==> src/inc/acq_trig_regs.vh <==
// Overview of operation
// RL1 - Sources: channel level, external, software, window, re-arm, OR/AND, delayed trigger.
// RL2 - One engine per channel with two levels, plus two external trigger inputs.
// RL3 - Each source fires on rising, falling or both edges; in AND mode the code uses the rising edge of the combined level.
// RL4 - Trigger delay 0 to 8589934576 samples, in steps of 16.
// RL5 - Multi, gated, dual-rate: 40 samples plus pretrigger before next trigger.
// RL6 - Pretrigger from 16 to 8192 samples in steps of 16.
// RL7 - Posttrigger and memory depth 32 to memory per channel, steps of 16.
// RL8 - Segment size 32 to half memory per channel, steps of 16.
// RL9 - Averaging factor only 2, 4, 8, 16, 32, 64, 128 or 256.
// RL10 - Timestamp modes: free-running, cleared at start, reference pulse.
// RL11 - Standard modes: 64 bit counter per sample, cleared by command or start.
// RL12 - Reference mode: upper 24 bits count reference pulses.
// RL13 - Reference mode: lower 40 bits count samples, cleared per pulse.
// RL14 - Stamp extra data: none, multipurpose inputs, or OR trigger source.
// RL15 - External trigger pulses last at least 2 sample periods.
// RL16 - External thresholds span plus or minus 10 V in 10 mV steps.
// RL17 - Sample clock from internal PLL or external reference clock.
// RL18 - Standard clock: maximum rate divided by power of two, 1 to 131072.
// RL19 - Special clock: 1 Hz steps, only on an unsynchronised single card.
// RL20 - Special clock refuses the five forbidden frequency bands.
// RL21 - External reference clock lies between 10 MHz and 1 GHz.
// RL22 - Configuration writes during acquisition are ignored until stopped.
`ifndef ACQ_TRIG_REGS_VH
`define ACQ_TRIG_REGS_VH
// Register indices
`define R_CTRL    5'h00
`define R_MODE    5'h01
`define R_SRC_EN  5'h02
`define R_EDGE    5'h03
`define R_DELAY   5'h04
`define R_PRE     5'h05
`define R_POST    5'h06
`define R_MEM     5'h07
`define R_SEG     5'h08
`define R_AVG     5'h09
`define R_NCHAN   5'h0a
`define R_CLK     5'h0b
`define R_RATE    5'h0c
`define R_XLVL0   5'h0d
`define R_XLVL1   5'h0e
`define R_XLVL2   5'h0f
`define R_STAMP_L 5'h10
`define R_STAMP_H 5'h11
`define R_STAMP_X 5'h12
`define R_CHLVL   5'h14
// Control bits
`define C_START   0
`define C_STOP    1
`define C_SWTRIG  2
`define C_TSCLR   3
`define C_ERRCLR  4
// Mode fields
`define M_ACQ     2:0
`define M_TS      4:3
`define M_EXTRA   6:5
`define M_AND     7
`define ACQ_SINGLE 3'h0
`define ACQ_MULTI  3'h1
`define ACQ_GATE   3'h2
`define ACQ_DUAL   3'h3
`define ACQ_FIFO   3'h4
`define ACQ_AVG    3'h5
`define TS_FREE   2'h0
`define TS_START  2'h1
`define TS_REF    2'h2
`define X_NONE    2'h0
`define X_MPIN    2'h1
`define X_SRC     2'h2
// Clock fields
`define K_EXT     0
`define K_DIV     5:1
`define K_SPECIAL 6
`define K_SYNC    7
`define DIV_MAX   5'h11
// Sizes, lengths in units of 16 samples except REARM_SAMP, which is in samples
`define STEP_LOG2   4
`define REARM_SAMP  34'h28
`define PRE_MIN     10'h001
`define PRE_MAX     10'h200
`define LEN_MIN     28'h0000002
`define DELAY_MAX   29'h1fffffff
`define LVL_MAX     11'h3e8
`define AVG_MIN     9'h002
`define AVG_MAX     9'h100
// Reset values
`define RST_MODE    8'h00
`define RST_PRE     10'h001
`define RST_LEN     28'h0000002
`define RST_AVG     9'h002
`define RST_NCHAN   3'h1
`define RST_RATE    32'h0
`endif

==> src/hdl/acq_trigger_timestamp_clock.v <==
`timescale 1ns/100ps
`include "acq_trig_regs.vh"
module acq_trigger_timestamp_clock #(
  parameter NCH       = 4,
  parameter MEM_UNITS = 28'h8000000
)(
  input  wire                 clk_i,
  input  wire                 reset_i,
  input  wire [4:0]           addr_i,
  input  wire [31:0]          wdata_i,
  input  wire                 wr_i,
  input  wire                 rd_i,
  output reg  [31:0]          rdata_o,
  input  wire [2*NCH-1:0]     chan_hit_i,
  input  wire [1:0]           window_ext_trigger_input_i,
  input  wire                 level_ext_trigger_input_i,
  input  wire [2:0]           multipurpose_inputs_i,
  output reg  [2*NCH*14-1:0]  chan_level_o,
  output reg  [10:0]          ext_level0_o,
  output reg  [10:0]          ext_level1_o,
  output reg  [10:0]          ext_level2_o,
  output reg                  clk_ext_sel_o,
  output reg  [4:0]           clk_div_exp_o,
  output reg                  special_clk_o,
  output reg  [31:0]          rate_o,
  output reg  [8:0]           avg_factor_o,
  output reg                  sample_en_o,
  output reg                  running_o,
  output reg                  trigger_o,
  output reg                  record_o,
  output reg                  segment_end_o,
  output reg                  stamp_valid_o,
  output reg  [63:0]          stamp_o,
  output reg  [15:0]          stamp_extra_o
);
  localparam NSRC = 2*NCH+3;
  localparam WIN  = 2*NCH;
  localparam LEVEL_EXT_TRIGGER_INPUT = 2*NCH+1;
  localparam REARM = 2*NCH+2;
  localparam S_IDLE = 5'h01;
  localparam S_ARM  = 5'h02;
  localparam S_WAIT = 5'h04;
  localparam S_DLY  = 5'h08;
  localparam S_POST = 5'h10;

  // Edge match for one source: 1 rising, 2 falling, 3 both
  function edge_hit;
    input [1:0] cfg;
    input       prev;
    input       cur;
    begin
      edge_hit = (cfg[0] & ~prev & cur) | (cfg[1] & prev & ~cur);
    end
  endfunction

  // Forbidden special clock bands in Hz
  function rate_bad;
    input [31:0] r;
    begin
      rate_bad = (r >= 32'd17500000 && r <= 32'd17900000) ||
                 (r >= 32'd35100000 && r <= 32'd35800000) ||
                 (r >= 32'd70000000 && r <= 32'd72000000) ||
                 (r >= 32'd140000000 && r <= 32'd144000000) ||
                 (r >= 32'd281000000 && r <= 32'd287000000);
    end
  endfunction

  // Length limit in 16-sample units for given channel count
  function [27:0] len_lim;
    input [2:0] nch;
    input       half;
    reg   [27:0] m;
    begin
      m = half ? {1'b0, MEM_UNITS[27:1]} : MEM_UNITS[27:0];
      len_lim = nch[2] ? {2'b00, m[27:2]} :
                nch[1] ? {1'b0, m[27:1]} : m;
    end
  endfunction

  reg [7:0]       mode;
  reg [NSRC-1:0]  src_en;
  reg [2*NSRC-1:0] edge_cfg;
  reg [28:0]      delay;
  reg [9:0]       pre;
  reg [27:0]      post;
  reg [27:0]      mem_len;
  reg [27:0]      seg;
  reg [2:0]       nchan;
  reg             clk_sync;
  reg             cfg_err;
  reg [4:0]       state;
  reg [33:0]      cnt;
  reg [16:0]      div_cnt;
  reg [NSRC-1:0]  lvl_prev;
  reg             and_prev;
  reg             rearm_armed;
  reg             ref_prev;
  reg [63:0]      ts;
  reg [NSRC-1:0]  lvl;
  wire [NSRC-1:0] hits;
  reg [3:0]       src_id;
  reg             and_lvl;
  reg             hw_trig;
  reg             next_cfg_err;
  reg             wr_bad;
  integer         i;

  wire wr_ok    = wr_i & ~running_o;                    // see RL22
  wire ctl_wr   = wr_i & (addr_i == `R_CTRL);
  wire cmd_start = ctl_wr & wdata_i[`C_START];
  wire cmd_stop  = ctl_wr & wdata_i[`C_STOP];
  wire cmd_sw    = ctl_wr & wdata_i[`C_SWTRIG];         // see RL1
  wire ref_pulse = multipurpose_inputs_i[0] & ~ref_prev;
  wire [27:0] w28 = wdata_i[27:0];
  wire [8:0]  w9  = wdata_i[8:0];
  wire [10:0] lvl_mag = wdata_i[10] ? (~wdata_i[10:0] + 11'h001) : wdata_i[10:0];
  wire lvl_ok  = lvl_mag <= `LVL_MAX;                   // see RL16
  wire multi_rearm = (mode[`M_ACQ] == `ACQ_MULTI) || (mode[`M_ACQ] == `ACQ_GATE) ||
                     (mode[`M_ACQ] == `ACQ_DUAL);

  // Source levels: channel comparators, window, ext level, re-arm
  always @*
  begin
    lvl = {NSRC{1'b0}};
    lvl[2*NCH-1:0] = chan_hit_i;                        // see RL2
    lvl[WIN]   = window_ext_trigger_input_i[0] & ~window_ext_trigger_input_i[1];
    lvl[LEVEL_EXT_TRIGGER_INPUT]  = level_ext_trigger_input_i;
    lvl[REARM] = rearm_armed & window_ext_trigger_input_i[1];
    and_lvl = (&(lvl | ~src_en)) & (|src_en);
  end

  // Per-source edge detectors on sample enable
  genvar g;
  generate
    for (g = 0; g < NSRC; g = g + 1)
    begin : g_edge
      assign hits[g] = src_en[g] & edge_hit(edge_cfg[2*g+1:2*g], lvl_prev[g], lvl[g]); // see RL3
    end
  endgenerate

  // OR/AND combination and lowest firing source index
  always @*
  begin
    src_id = 4'hf;
    for (i = NSRC-1; i >= 0; i = i - 1)
    begin
      if (hits[i])
      begin
        src_id = i[3:0];
      end
    end
    if (mode[`M_AND])
    begin
      hw_trig = sample_en_o & and_lvl & ~and_prev;      // see RL1
    end
    else
    begin
      hw_trig = sample_en_o & (|hits);                  // see RL1
    end
  end

  // Sample enable divider by power of two
  always @(posedge clk_i)
  begin
    if (reset_i)
    begin
      div_cnt     <= 17'h0;
      sample_en_o <= 1'b0;
    end
    else if (div_cnt >= ((17'h1 << clk_div_exp_o) - 17'h1)) // see RL18
    begin
      div_cnt     <= 17'h0;
      sample_en_o <= 1'b1;
    end
    else
    begin
      div_cnt     <= div_cnt + 17'h1;
      sample_en_o <= 1'b0;
    end
  end

  // Trigger level history and re-arm arming on lower threshold
  always @(posedge clk_i)
  begin
    if (reset_i)
    begin
      lvl_prev    <= {NSRC{1'b0}};
      and_prev    <= 1'b0;
      rearm_armed <= 1'b0;
      ref_prev    <= 1'b0;
    end
    else
    begin
      ref_prev <= multipurpose_inputs_i[0];
      if (sample_en_o)
      begin
        lvl_prev <= lvl;
        and_prev <= and_lvl;
        if (~window_ext_trigger_input_i[0])
        begin
          rearm_armed <= 1'b1;                          // see RL1
        end
        else if (hits[REARM])
        begin
          rearm_armed <= 1'b0;
        end
      end
    end
  end

  // Configuration register writes with range checks
  always @*
  begin
    next_cfg_err = 1'b0;
    if (wr_i && running_o && addr_i != `R_CTRL)
    begin
      next_cfg_err = 1'b1;
    end
    if (wr_ok)
    begin
      case (addr_i)
        `R_DELAY: if (wdata_i[31:29] != 3'h0) next_cfg_err = 1'b1;
        `R_PRE:   if (wdata_i[9:0] < `PRE_MIN || wdata_i[9:0] > `PRE_MAX) next_cfg_err = 1'b1;
        `R_POST,
        `R_MEM:   if (w28 < `LEN_MIN || w28 > len_lim(nchan, 1'b0)) next_cfg_err = 1'b1;
        `R_SEG:   if (w28 < `LEN_MIN || w28 > len_lim(nchan, 1'b1)) next_cfg_err = 1'b1;
        `R_AVG:   if (w9 < `AVG_MIN || (w9 & (w9 - 9'h1)) != 9'h0) next_cfg_err = 1'b1;
        `R_NCHAN: if (wdata_i[2:0] != 3'h1 && wdata_i[2:0] != 3'h2 &&
                      wdata_i[2:0] != 3'h4) next_cfg_err = 1'b1;
        `R_CLK:   if (wdata_i[`K_DIV] > `DIV_MAX ||
                      (wdata_i[`K_SPECIAL] & wdata_i[`K_SYNC])) next_cfg_err = 1'b1;
        `R_RATE:  if (rate_bad(wdata_i)) next_cfg_err = 1'b1;
        `R_XLVL0,
        `R_XLVL1,
        `R_XLVL2: if (!lvl_ok) next_cfg_err = 1'b1;
        default:  next_cfg_err = next_cfg_err;
      endcase
    end
    // A refused value never lands, even while the error flag is already up
    wr_bad       = next_cfg_err;
    next_cfg_err = cfg_err | wr_bad;
    if (ctl_wr && wdata_i[`C_ERRCLR])
    begin
      next_cfg_err = 1'b0;
    end
  end

  always @(posedge clk_i)
  begin
    if (reset_i)
    begin
      mode          <= `RST_MODE;
      src_en        <= {NSRC{1'b0}};
      edge_cfg      <= {NSRC{2'h1}};
      delay         <= 29'h0;
      pre           <= `RST_PRE;
      post          <= `RST_LEN;
      mem_len       <= `RST_LEN;
      seg           <= `RST_LEN;
      avg_factor_o  <= `RST_AVG;
      nchan         <= `RST_NCHAN;
      clk_ext_sel_o <= 1'b0;
      clk_div_exp_o <= 5'h0;
      special_clk_o <= 1'b0;
      clk_sync      <= 1'b0;
      rate_o        <= `RST_RATE;
      ext_level0_o  <= 11'h0;
      ext_level1_o  <= 11'h0;
      ext_level2_o  <= 11'h0;
      cfg_err       <= 1'b0;
    end
    else
    begin
      cfg_err <= next_cfg_err;
      if (wr_ok && !wr_bad)
      begin
        case (addr_i)
          `R_MODE:   mode <= wdata_i[7:0];
          `R_SRC_EN: src_en <= wdata_i[NSRC-1:0];
          `R_EDGE:   edge_cfg <= wdata_i[2*NSRC-1:0];
          `R_DELAY:  delay <= wdata_i[28:0];            // see RL4
          `R_PRE:    pre <= wdata_i[9:0];               // see RL6
          `R_POST:   post <= w28;                       // see RL7
          `R_MEM:    mem_len <= w28;                    // see RL7
          `R_SEG:    seg <= w28;                        // see RL8
          `R_AVG:    avg_factor_o <= w9;                // see RL9
          `R_NCHAN:  nchan <= wdata_i[2:0];
          `R_CLK:
          begin
            clk_ext_sel_o <= wdata_i[`K_EXT];           // see RL17
            clk_div_exp_o <= wdata_i[`K_DIV];           // see RL18
            special_clk_o <= wdata_i[`K_SPECIAL];       // see RL19
            clk_sync      <= wdata_i[`K_SYNC];
          end
          `R_RATE:   rate_o <= wdata_i;                 // see RL20
          `R_XLVL0:  ext_level0_o <= wdata_i[10:0];     // see RL16
          `R_XLVL1:  ext_level1_o <= wdata_i[10:0];
          `R_XLVL2:  ext_level2_o <= wdata_i[10:0];
          default:   mode <= mode;
        endcase
      end
    end
  end

  // Channel level registers, two per channel
  generate
    for (g = 0; g < 2*NCH; g = g + 1)
    begin : g_chlvl
      always @(posedge clk_i)
      begin
        if (reset_i)
        begin
          chan_level_o[14*g+13:14*g] <= 14'h0;
        end
        else if (wr_ok && addr_i == `R_CHLVL + g)
        begin
          chan_level_o[14*g+13:14*g] <= wdata_i[13:0]; // see RL2
        end
      end
    end
  endgenerate

  // Acquisition sequencer: wait, delay, posttrigger, re-arm
  always @(posedge clk_i)
  begin
    if (reset_i)
    begin
      state         <= S_IDLE;
      cnt           <= 34'h0;
      running_o     <= 1'b0;
      trigger_o     <= 1'b0;
      record_o      <= 1'b0;
      segment_end_o <= 1'b0;
    end
    else
    begin
      trigger_o     <= 1'b0;
      segment_end_o <= 1'b0;
      if (cmd_stop)
      begin
        state     <= S_IDLE;
        running_o <= 1'b0;
        record_o  <= 1'b0;
      end
      else
      begin
        case (state)
          S_IDLE:
          begin
            if (cmd_start)
            begin
              state     <= S_WAIT;
              running_o <= 1'b1;
            end
          end
          S_ARM:
          begin
            if (sample_en_o)
            begin
              if (cnt <= 34'h1)
              begin
                state <= S_WAIT;
              end
              cnt <= cnt - 34'h1;
            end
          end
          S_WAIT:
          begin
            if (hw_trig || cmd_sw)
            begin
              trigger_o <= 1'b1;
              cnt   <= {1'b0, delay, `STEP_LOG2'h0};
              state <= (delay == 29'h0) ? S_POST : S_DLY; // see RL4
              if (delay == 29'h0)
              begin
                cnt      <= {2'b00, post, `STEP_LOG2'h0};
                record_o <= 1'b1;
              end
            end
          end
          S_DLY:
          begin
            if (sample_en_o)
            begin
              cnt <= cnt - 34'h1;
              if (cnt <= 34'h1)
              begin
                cnt      <= {2'b00, post, `STEP_LOG2'h0};
                record_o <= 1'b1;
                state    <= S_POST;
              end
            end
          end
          S_POST:
          begin
            if (sample_en_o)
            begin
              cnt <= cnt - 34'h1;
              if (cnt <= 34'h1)
              begin
                record_o      <= 1'b0;
                segment_end_o <= 1'b1;
                cnt <= `REARM_SAMP + {20'h0, pre, `STEP_LOG2'h0}; // see RL5
                if (mode[`M_ACQ] == `ACQ_SINGLE)
                begin
                  state     <= S_IDLE;
                  running_o <= 1'b0;
                end
                else
                begin
                  state <= multi_rearm ? S_ARM : S_WAIT; // see RL5
                end
              end
            end
          end
          default:
          begin
            state <= S_IDLE;
          end
        endcase
      end
    end
  end

  // Timestamp counter and capture at trigger
  always @(posedge clk_i)
  begin
    if (reset_i)
    begin
      ts            <= 64'h0;
      stamp_o       <= 64'h0;
      stamp_extra_o <= 16'h0;
      stamp_valid_o <= 1'b0;
    end
    else
    begin
      stamp_valid_o <= 1'b0;
      if (ctl_wr && wdata_i[`C_TSCLR])
      begin
        ts <= 64'h0;                                    // see RL11
      end
      else if (mode[`M_TS] == `TS_START && cmd_start && !running_o)
      begin
        ts <= 64'h0;                                    // see RL10
      end
      else if (mode[`M_TS] == `TS_REF)
      begin
        if (ref_pulse)
        begin
          ts[63:40] <= ts[63:40] + 24'h1;               // see RL12
          ts[39:0]  <= 40'h0;                           // see RL13
        end
        else if (sample_en_o)
        begin
          ts[39:0] <= ts[39:0] + 40'h1;                 // see RL13
        end
      end
      else if (sample_en_o)
      begin
        ts <= ts + 64'h1;                               // see RL11
      end
      if (state == S_WAIT && (hw_trig || cmd_sw) && !cmd_stop)
      begin
        stamp_o       <= ts;
        stamp_valid_o <= 1'b1;
        case (mode[`M_EXTRA])                           // see RL14
          `X_MPIN: stamp_extra_o <= {13'h0, multipurpose_inputs_i};
          `X_SRC:  stamp_extra_o <= {11'h0, cmd_sw, src_id};
          default: stamp_extra_o <= 16'h0;
        endcase
      end
    end
  end

  // Register read, data valid one cycle after the strobe
  always @(posedge clk_i)
  begin
    if (reset_i)
    begin
      rdata_o <= 32'h0;
    end
    else if (rd_i)
    begin
      case (addr_i)
        `R_CTRL:    rdata_o <= {27'h0, cfg_err, state == S_DLY,
                                state == S_WAIT, record_o, running_o};
        `R_MODE:    rdata_o <= {24'h0, mode};
        `R_SRC_EN:  rdata_o <= {{(32-NSRC){1'b0}}, src_en};
        `R_EDGE:    rdata_o <= {{(32-2*NSRC){1'b0}}, edge_cfg};
        `R_DELAY:   rdata_o <= {3'h0, delay};
        `R_PRE:     rdata_o <= {22'h0, pre};
        `R_POST:    rdata_o <= {4'h0, post};
        `R_MEM:     rdata_o <= {4'h0, mem_len};
        `R_SEG:     rdata_o <= {4'h0, seg};
        `R_AVG:     rdata_o <= {23'h0, avg_factor_o};
        `R_NCHAN:   rdata_o <= {29'h0, nchan};
        `R_CLK:     rdata_o <= {24'h0, clk_sync, special_clk_o,
                                clk_div_exp_o, clk_ext_sel_o};
        `R_RATE:    rdata_o <= rate_o;
        `R_XLVL0:   rdata_o <= {21'h0, ext_level0_o};
        `R_XLVL1:   rdata_o <= {21'h0, ext_level1_o};
        `R_XLVL2:   rdata_o <= {21'h0, ext_level2_o};
        `R_STAMP_L: rdata_o <= stamp_o[31:0];
        `R_STAMP_H: rdata_o <= stamp_o[63:32];
        `R_STAMP_X: rdata_o <= {16'h0, stamp_extra_o};
        default:
        begin
          if (addr_i >= `R_CHLVL && addr_i < `R_CHLVL + 2*NCH)
          begin
            rdata_o <= {18'h0, chan_level_o[14*(addr_i-`R_CHLVL) +: 14]};
          end
          else
          begin
            rdata_o <= 32'h0;
          end
        end
      endcase
    end
    else
    begin
      rdata_o <= 32'h0;
    end
  end

endmodule // acq_trigger_timestamp_clock

==> config.mk <==
export PLATFORM = sky130hd
export DESIGN_NAME = acq_trigger_timestamp_clock
export DESIGN_NICKNAME = d
export VERILOG_FILES = /design/src/hdl/acq_trigger_timestamp_clock.v
export VERILOG_INCLUDE_DIRS = /design/src /design/src/inc
export SDC_FILE = /design/constraint.sdc
export NUM_CORES = 2
export LEC_CHECK = 0
export BUFFER_PORTS_ARGS = -buffer_cell sky130_fd_sc_hd__buf_2
export CORE_ASPECT_RATIO = 1.5
export CORE_UTILIZATION = 40
export CTS_CLUSTER_DIAMETER = 60
export CTS_CLUSTER_SIZE = 40
export DETAILED_ROUTE_END_ITERATION = 10
export GPL_TIMING_DRIVEN = 0
export PLACE_DENSITY = 0.69
export SLEW_MARGIN = 5
export SYNTH_ARGS = -nofsm -noshare
export SYNTH_HDL_FRONTEND = slang
export SYNTH_SLANG_ARGS = --single-unit
==> constraint.sdc <==
create_clock -name clk_i -period 6.05 [get_ports clk_i]
set_clock_uncertainty 0.05 [all_clocks]
set_input_delay 0.9075 -clock clk_i [delete_from_list [all_inputs] [get_ports clk_i]]
set_output_delay 0.9075 -clock clk_i [all_outputs]
set_load 0.1 [all_outputs]
Yosys cells after proc, flatten, opt, wreduce, memory -nomap -nowiden
Index checks and enable logic that the tools add are counted.
- logic and storage cells: 408
- output and inout port bits: 311
- register bits after elaboration: 614
- input bits: 55
- $lt $le $gt $ge: 22
- $mul: 1
- mux-type cells: 75
- bitwise operators: 115
- equality and inequality tests: 53
- add/sub/neg operators: 10
- reductions and logical operators: 85
- shifts and indexed selects: 2
- operators by type and width (operator ; number):
    32-bit one-hot mux with 19 select lines ; 1
    34-bit two-way mux ; 6
    34-bit one-hot mux with 4 select lines ; 1
    64-bit two-way mux ; 2
    112-bit by 33-bit variable part select with 14-bit output ; 1
    40-bit two-way mux ; 2
    1-bit AND ; 68
    64-bit by 1-bit adder with 64-bit output (second input constant) ; 1
    5-bit == test (second input constant) ; 12
    28-bit two-way mux ; 2
    27-bit two-way mux ; 2
    5-bit by 4-bit == test with 1-bit output (second input constant) ; 9
    5-bit two-way mux ; 9
    40-bit by 1-bit adder with 40-bit output (second input constant) ; 1
    4-bit two-way mux ; 10
    2-bit AND reduction ; 18
    34-bit by 1-bit <= comparator with 1-bit output (second input constant) ; 1
    34-bit by 1-bit subtractor with 34-bit output (second input constant) ; 1
    33-bit two-way mux ; 1
    32-bit by 25-bit greater-or-equal comparator with 1-bit output (second input constant) ; 1
    32-bit by 26-bit greater-or-equal comparator with 1-bit output (second input constant) ; 1
    32-bit by 27-bit greater-or-equal comparator with 1-bit output (second input constant) ; 1
    32-bit by 28-bit greater-or-equal comparator with 1-bit output (second input constant) ; 1
    32-bit by 29-bit greater-or-equal comparator with 1-bit output (second input constant) ; 1
    72 further kinds ; 210

Depth between registers and ports, before layout
- depth after elaboration: 17
- depth in mapped cells: 20
- gate-level depth less buffers: 17

Worst setup path after synthesis
No wires, ideal clock.
- path type: input -> register
- start: in addr_i[0]
- end: reg rdata_o[11]
- arrival: 4.987 ns
- path slack: 0.878 ns
- required time: 5.864 ns
- cell stages on the path: 15
- path buffers: 5
- setup time: 0.136 ns
- cells stage by stage: buf_2 -> buf_1 -> clkbuf_1 -> inv_1 -> fa_1 -> inv_1 -> ha_1 -> fa_1 -> clkbuf_1 -> clkbuf_1 -> mux4_2 -> a21oi_1 -> nor3_1 -> nor3_1 -> o31ai_1
- longest elaborated chain between the ends: 5
- elaborated cells on any way between the ends: 27
- classes of those cells: add/sub: 1; mul: 1; order compare: 2; eq/ne: 18; shift: 1; mux: 2; reduce/logical: 2
- RTL lines (item ; RTL line ; source):
    from (decl) ; acq_trigger_timestamp_clock.v:9 ; input wire [4:0] addr_i,
    5-bit by 5-bit subtractor with 6-bit output (no source line) ; -- ;
    3-bit by 32-bit multiplier with 31-bit output ; acq_trigger_timestamp_clock.v:510 ; rdata_o <= {18'h0, chan_level_o[14*(addr_i-`R_CHLVL) +: 14]};
    112-bit by 33-bit variable part select with 14-bit output ; acq_trigger_timestamp_clock.v:510 ;
    14-bit two-way mux ; acq_trigger_timestamp_clock.v:508 ; if (addr_i >= `R_CHLVL && addr_i < `R_CHLVL + 2*NCH)
    32-bit one-hot mux with 19 select lines * ; acq_trigger_timestamp_clock.v:484 ; case (addr_i)
    to (signal assigned) ; acq_trigger_timestamp_clock.v:485 ; `R_CTRL: rdata_o <= {27'h0, cfg_err, state == S_DLY,
    to (signal assigned) ; acq_trigger_timestamp_clock.v:487 ; `R_MODE: rdata_o <= {24'h0, mode};
    to (signal assigned) ; acq_trigger_timestamp_clock.v:510 ;
    to (decl) ; acq_trigger_timestamp_clock.v:13 ; output reg [31:0] rdata_o,
Every way passes the cells marked *; elsewhere a longest branch is shown, timed or not.
A chain may end at the register's enable or synchronous reset.

Final worst setup path
- start: in addr_i[0]
- end: reg rdata_o[12]
The elaborated chain is that of the path after synthesis.

==> flow_metrics.tcl <==
set metrics [dict create \
    clk_pin_slew_ns 0.13 \
    whs_ns 0.425 \
    pin_count 366 \
    final_hold_viol_count 0 \
    gr-total-overflow 0 \
    htree_levels 2 \
    grt_use_total 0.409 \
    cap_violations 1 \
    stdcell_count 5552 \
    die-area_mm2 0.0872 \
    area.growth.synth_to_final_pct 13.9 \
    rows 131 \
    via_count 35800 \
    final_max_slew_viol_count 2 \
    ys_seq_elements 603 \
    relSlewSlack -0.0123 \
    cts_root_buffer "clkbuf_16" \
    synth_cell_type_count 94 \
    initialDrtViolationCount 4212 \
    grt_pass1_vias 34000 \
    pre_cts_ws_ns -2.15 \
    core-area_mm2 0.0851 \
    firstDrtPassIters 8 \
    ys_seq_area_frac 0.351 \
    setup_violations 0 \
    start_kind "input port" \
    wl_per_cell_um 32.3 \
    synth_edf_count 0 \
    final_area_mm2 0.0392 \
    grt_pass1_wl_mm 254 \
    period_needed_ns 5.99 \
    setup_tns_ns 0 \
    p_per_area_mw_per_mm2 234 \
    rsz0062_at_grt "no" \
    syn_avg_cell_area_um2 8.64 \
    synth_cells 3980 \
    fillerInstances 8514 \
    syn_area_mm2 0.0344 \
    cts_buffer_depth 3 \
    gp_congestion 1.13 \
    postRouteAntennaNets 0 \
    clk_latency_ns 0.71 \
    cts_tree "done" \
    drt_wl_total_mm 180 \
    route.detailed.drc 0 \
    post_cts.repair.setup_buffers 0 \
    ir_drop_v 0.000243 \
    synth-main-ff-cell "dfxtp_1" \
    die_w_um 241 \
    grt_max_degree 36 \
    clock-sinks 603 \
    swShare 0.363 \
    power_frac_clock 0.345 \
    crit_path_end_kind "flip-flop" \
    fin_crit_sh 0.990 \
    hpwl_mm 138 \
    outcome "complete, but fails checks" \
    io_buffer_count 350 \
    worst_pin_slew_ns 1.50 \
    drive_gt1_frac 0.153 \
    fmax_mhz 167 \
    pwr-share-comb 0.210 \
    ys_warn_count 0 \
    p_switching_mw 3.32 \
    viasPerCell 6.44 \
    min_path_type "input port to flip-flop" \
    critPathRequiredTime_ns 6.45 \
    cp_max_fo 10 \
    dieHeight_um 361 \
    violations "max-capacitance violations, max-slew violations" \
    layout_setup_ws_ns 0.0603 \
    cts_made_buffers 36 \
    placedInstanceArea_mm2 0.0376 \
    start_util 0.404 \
    crit_arrival_ns 6.38 \
    antenna_found_initial 15 \
    power_frac_seq 0.445 \
    intPower_mw 5.83 \
    nets 4490 \
    power.leakage_nw 16.1 \
    crit_type "input port to flip-flop" \
    placed_cells 5471 \
    async_flop_share 0 \
]
routing by layer:
metal  up-vias  GRT usage  routed length [µm]
met5         -          0                 104
met4        12      0.377               21300
met3       833      0.134               20400
met2      2448      0.637               78700
met1     17300      0.435               59000
li1      15100          -                   -
power groups by stage:
| stage | Clock, mW | Sequential (mW) | Combinational, mW |
|---|---|---|---|
| floorplan | 0 | 4.25 | 1.08 |
| global placement | 0 | 4.16 | 1.83 |
| detailed placement | 0 | 4.16 | 1.82 |
| CTS | 3.13 | 4.07 | 1.83 |
| global route | 3.29 | 4.08 | 2.00 |
| finish | 3.16 | 4.08 | 1.92 |
area by class of cell:
| class | count | area, µm² | share of cell area |
|---|---|---|---|
| Clock buffer | 37 | 915 | 0.0233 |
| Timing Repair Buffer | 352 | 1770 | 0.0451 |
| Sequential cell | 603 | 12100 | 0.308 |
| Inverter | 55 | 208 | 0.00530 |
| Buffer | 343 | 1560 | 0.0399 |
| Antenna cell | 15 | 37.5 | 0.000958 |
| Multi-Input combinational cell | 2988 | 20700 | 0.527 |
| Tap cell | 1130 | 1410 | 0.0361 |
| Clock inverter | 29 | 547 | 0.0140 |
critical path: stages:
cell	delay, ns
buf_2	0.25
clkbuf_4	0.36
buf_2	0.40
clkbuf_4	0.38
inv_1	0.25
fa_1	0.58
inv_1	0.04
ha_1	0.20
fa_2	0.84
clkbuf_2	0.42
clkbuf_4	0.39
mux4_2	0.55
nand2_1	0.14
nand2_1	0.07
a21oi_1	0.27
o221ai_1	0.27
flip-flops by register name, summed over array words and instances (netlist names), 3 cells and up:
register,cells
pre,10
mode,8
src_en,11
avg_factor_o,9
state,5
ts,64
lvl_prev,11
ext_level2_o,11
delay,29
seg,28
cnt,34
clk_div_exp_o,5
stamp_extra_o,5
ext_level0_o,11
ext_level1_o,11
rdata_o,32
nchan,3
rate_o,32
stamp_o,64
chan_level_o,112
div_cnt,17
mem_len,28
edge_cfg,22
post,28
kinds of logic (layout without fill, tap and decap cells):
kind of cell,Yosys count,count (layout),synth area share
xor+xnor,91,91,0.0232
compound gates,854,854,0.161
flops,603,603,0.351
simple gates,1494,1494,0.220
mux,482,482,0.173
other cells,1,26,0.000109
fa+ha+maj,56,56,0.0210
buf+inv,399,816,0.0502
layout by cell type (no fill, tap or decap), drive strengths merged, types with 54 or more instances in the layout:
cell / instances
mux4: 89
nand4: 54
mux2i: 373
nand3: 84
nor2: 331
o21ai: 148
buf: 443
clkbuf: 288
inv: 65
nand2b: 281
nor3: 78
a22oi: 112
dfxtp: 603
a21oi: 288
nand2: 419
cell usage after synthesis, types with 33 or more instances:
master	count	area, µm²
dfxtp_1	603	12100
nand2_1	419	1570
mux2i_1	373	3730
nor2_1	330	1240
a21oi_1	288	1440
nand2b_1	281	1760
clkbuf_1	252	946
o21ai_0	145	726
a22oi_1	112	841
mux4_2	89	2000
nand3_1	84	420
nor3_1	76	380
ha_1	53	663
inv_1	52	195
xor2_1	52	455
nand4_1	51	319
xnor2_1	39	342
a22o_1	35	307
a221oi_1	34	298
buf_2	34	170
a211oi_1	33	248
metrics by stage:
step,power (mW),util
finish,9.16,0.461
global route,9.37,0.460
CTS,9.04,0.460
detailed placement,5.99,0.442
global placement,5.99,0.442
floorplan,5.33,-
final timing paths:
kind                                        from          end  slack [ns]  cells past startpoint
worst max-delay path                   addr_i[0]  rdata_o[12]        0.06                     16
worst min-delay path                 wdata_i[31]   rate_o[31]        0.42                      3
worst max register to register  clk_div_exp_o[0]   div_cnt[4]        1.51                     18
worst min register to register           cnt[21]      cnt[21]        0.43                      2
repair_timing:
| item | CTS | global route |
|---|---|---|
| setup endpoints to repair | 135 | 53 |
| pin swaps | 0 | 0 |
| resized for setup | 19 | 27 |
| hold buffers | 0 | 0 |
| gates cloned | 0 | 0 |
No activity file was read; power rests on OpenSTA's default activity.
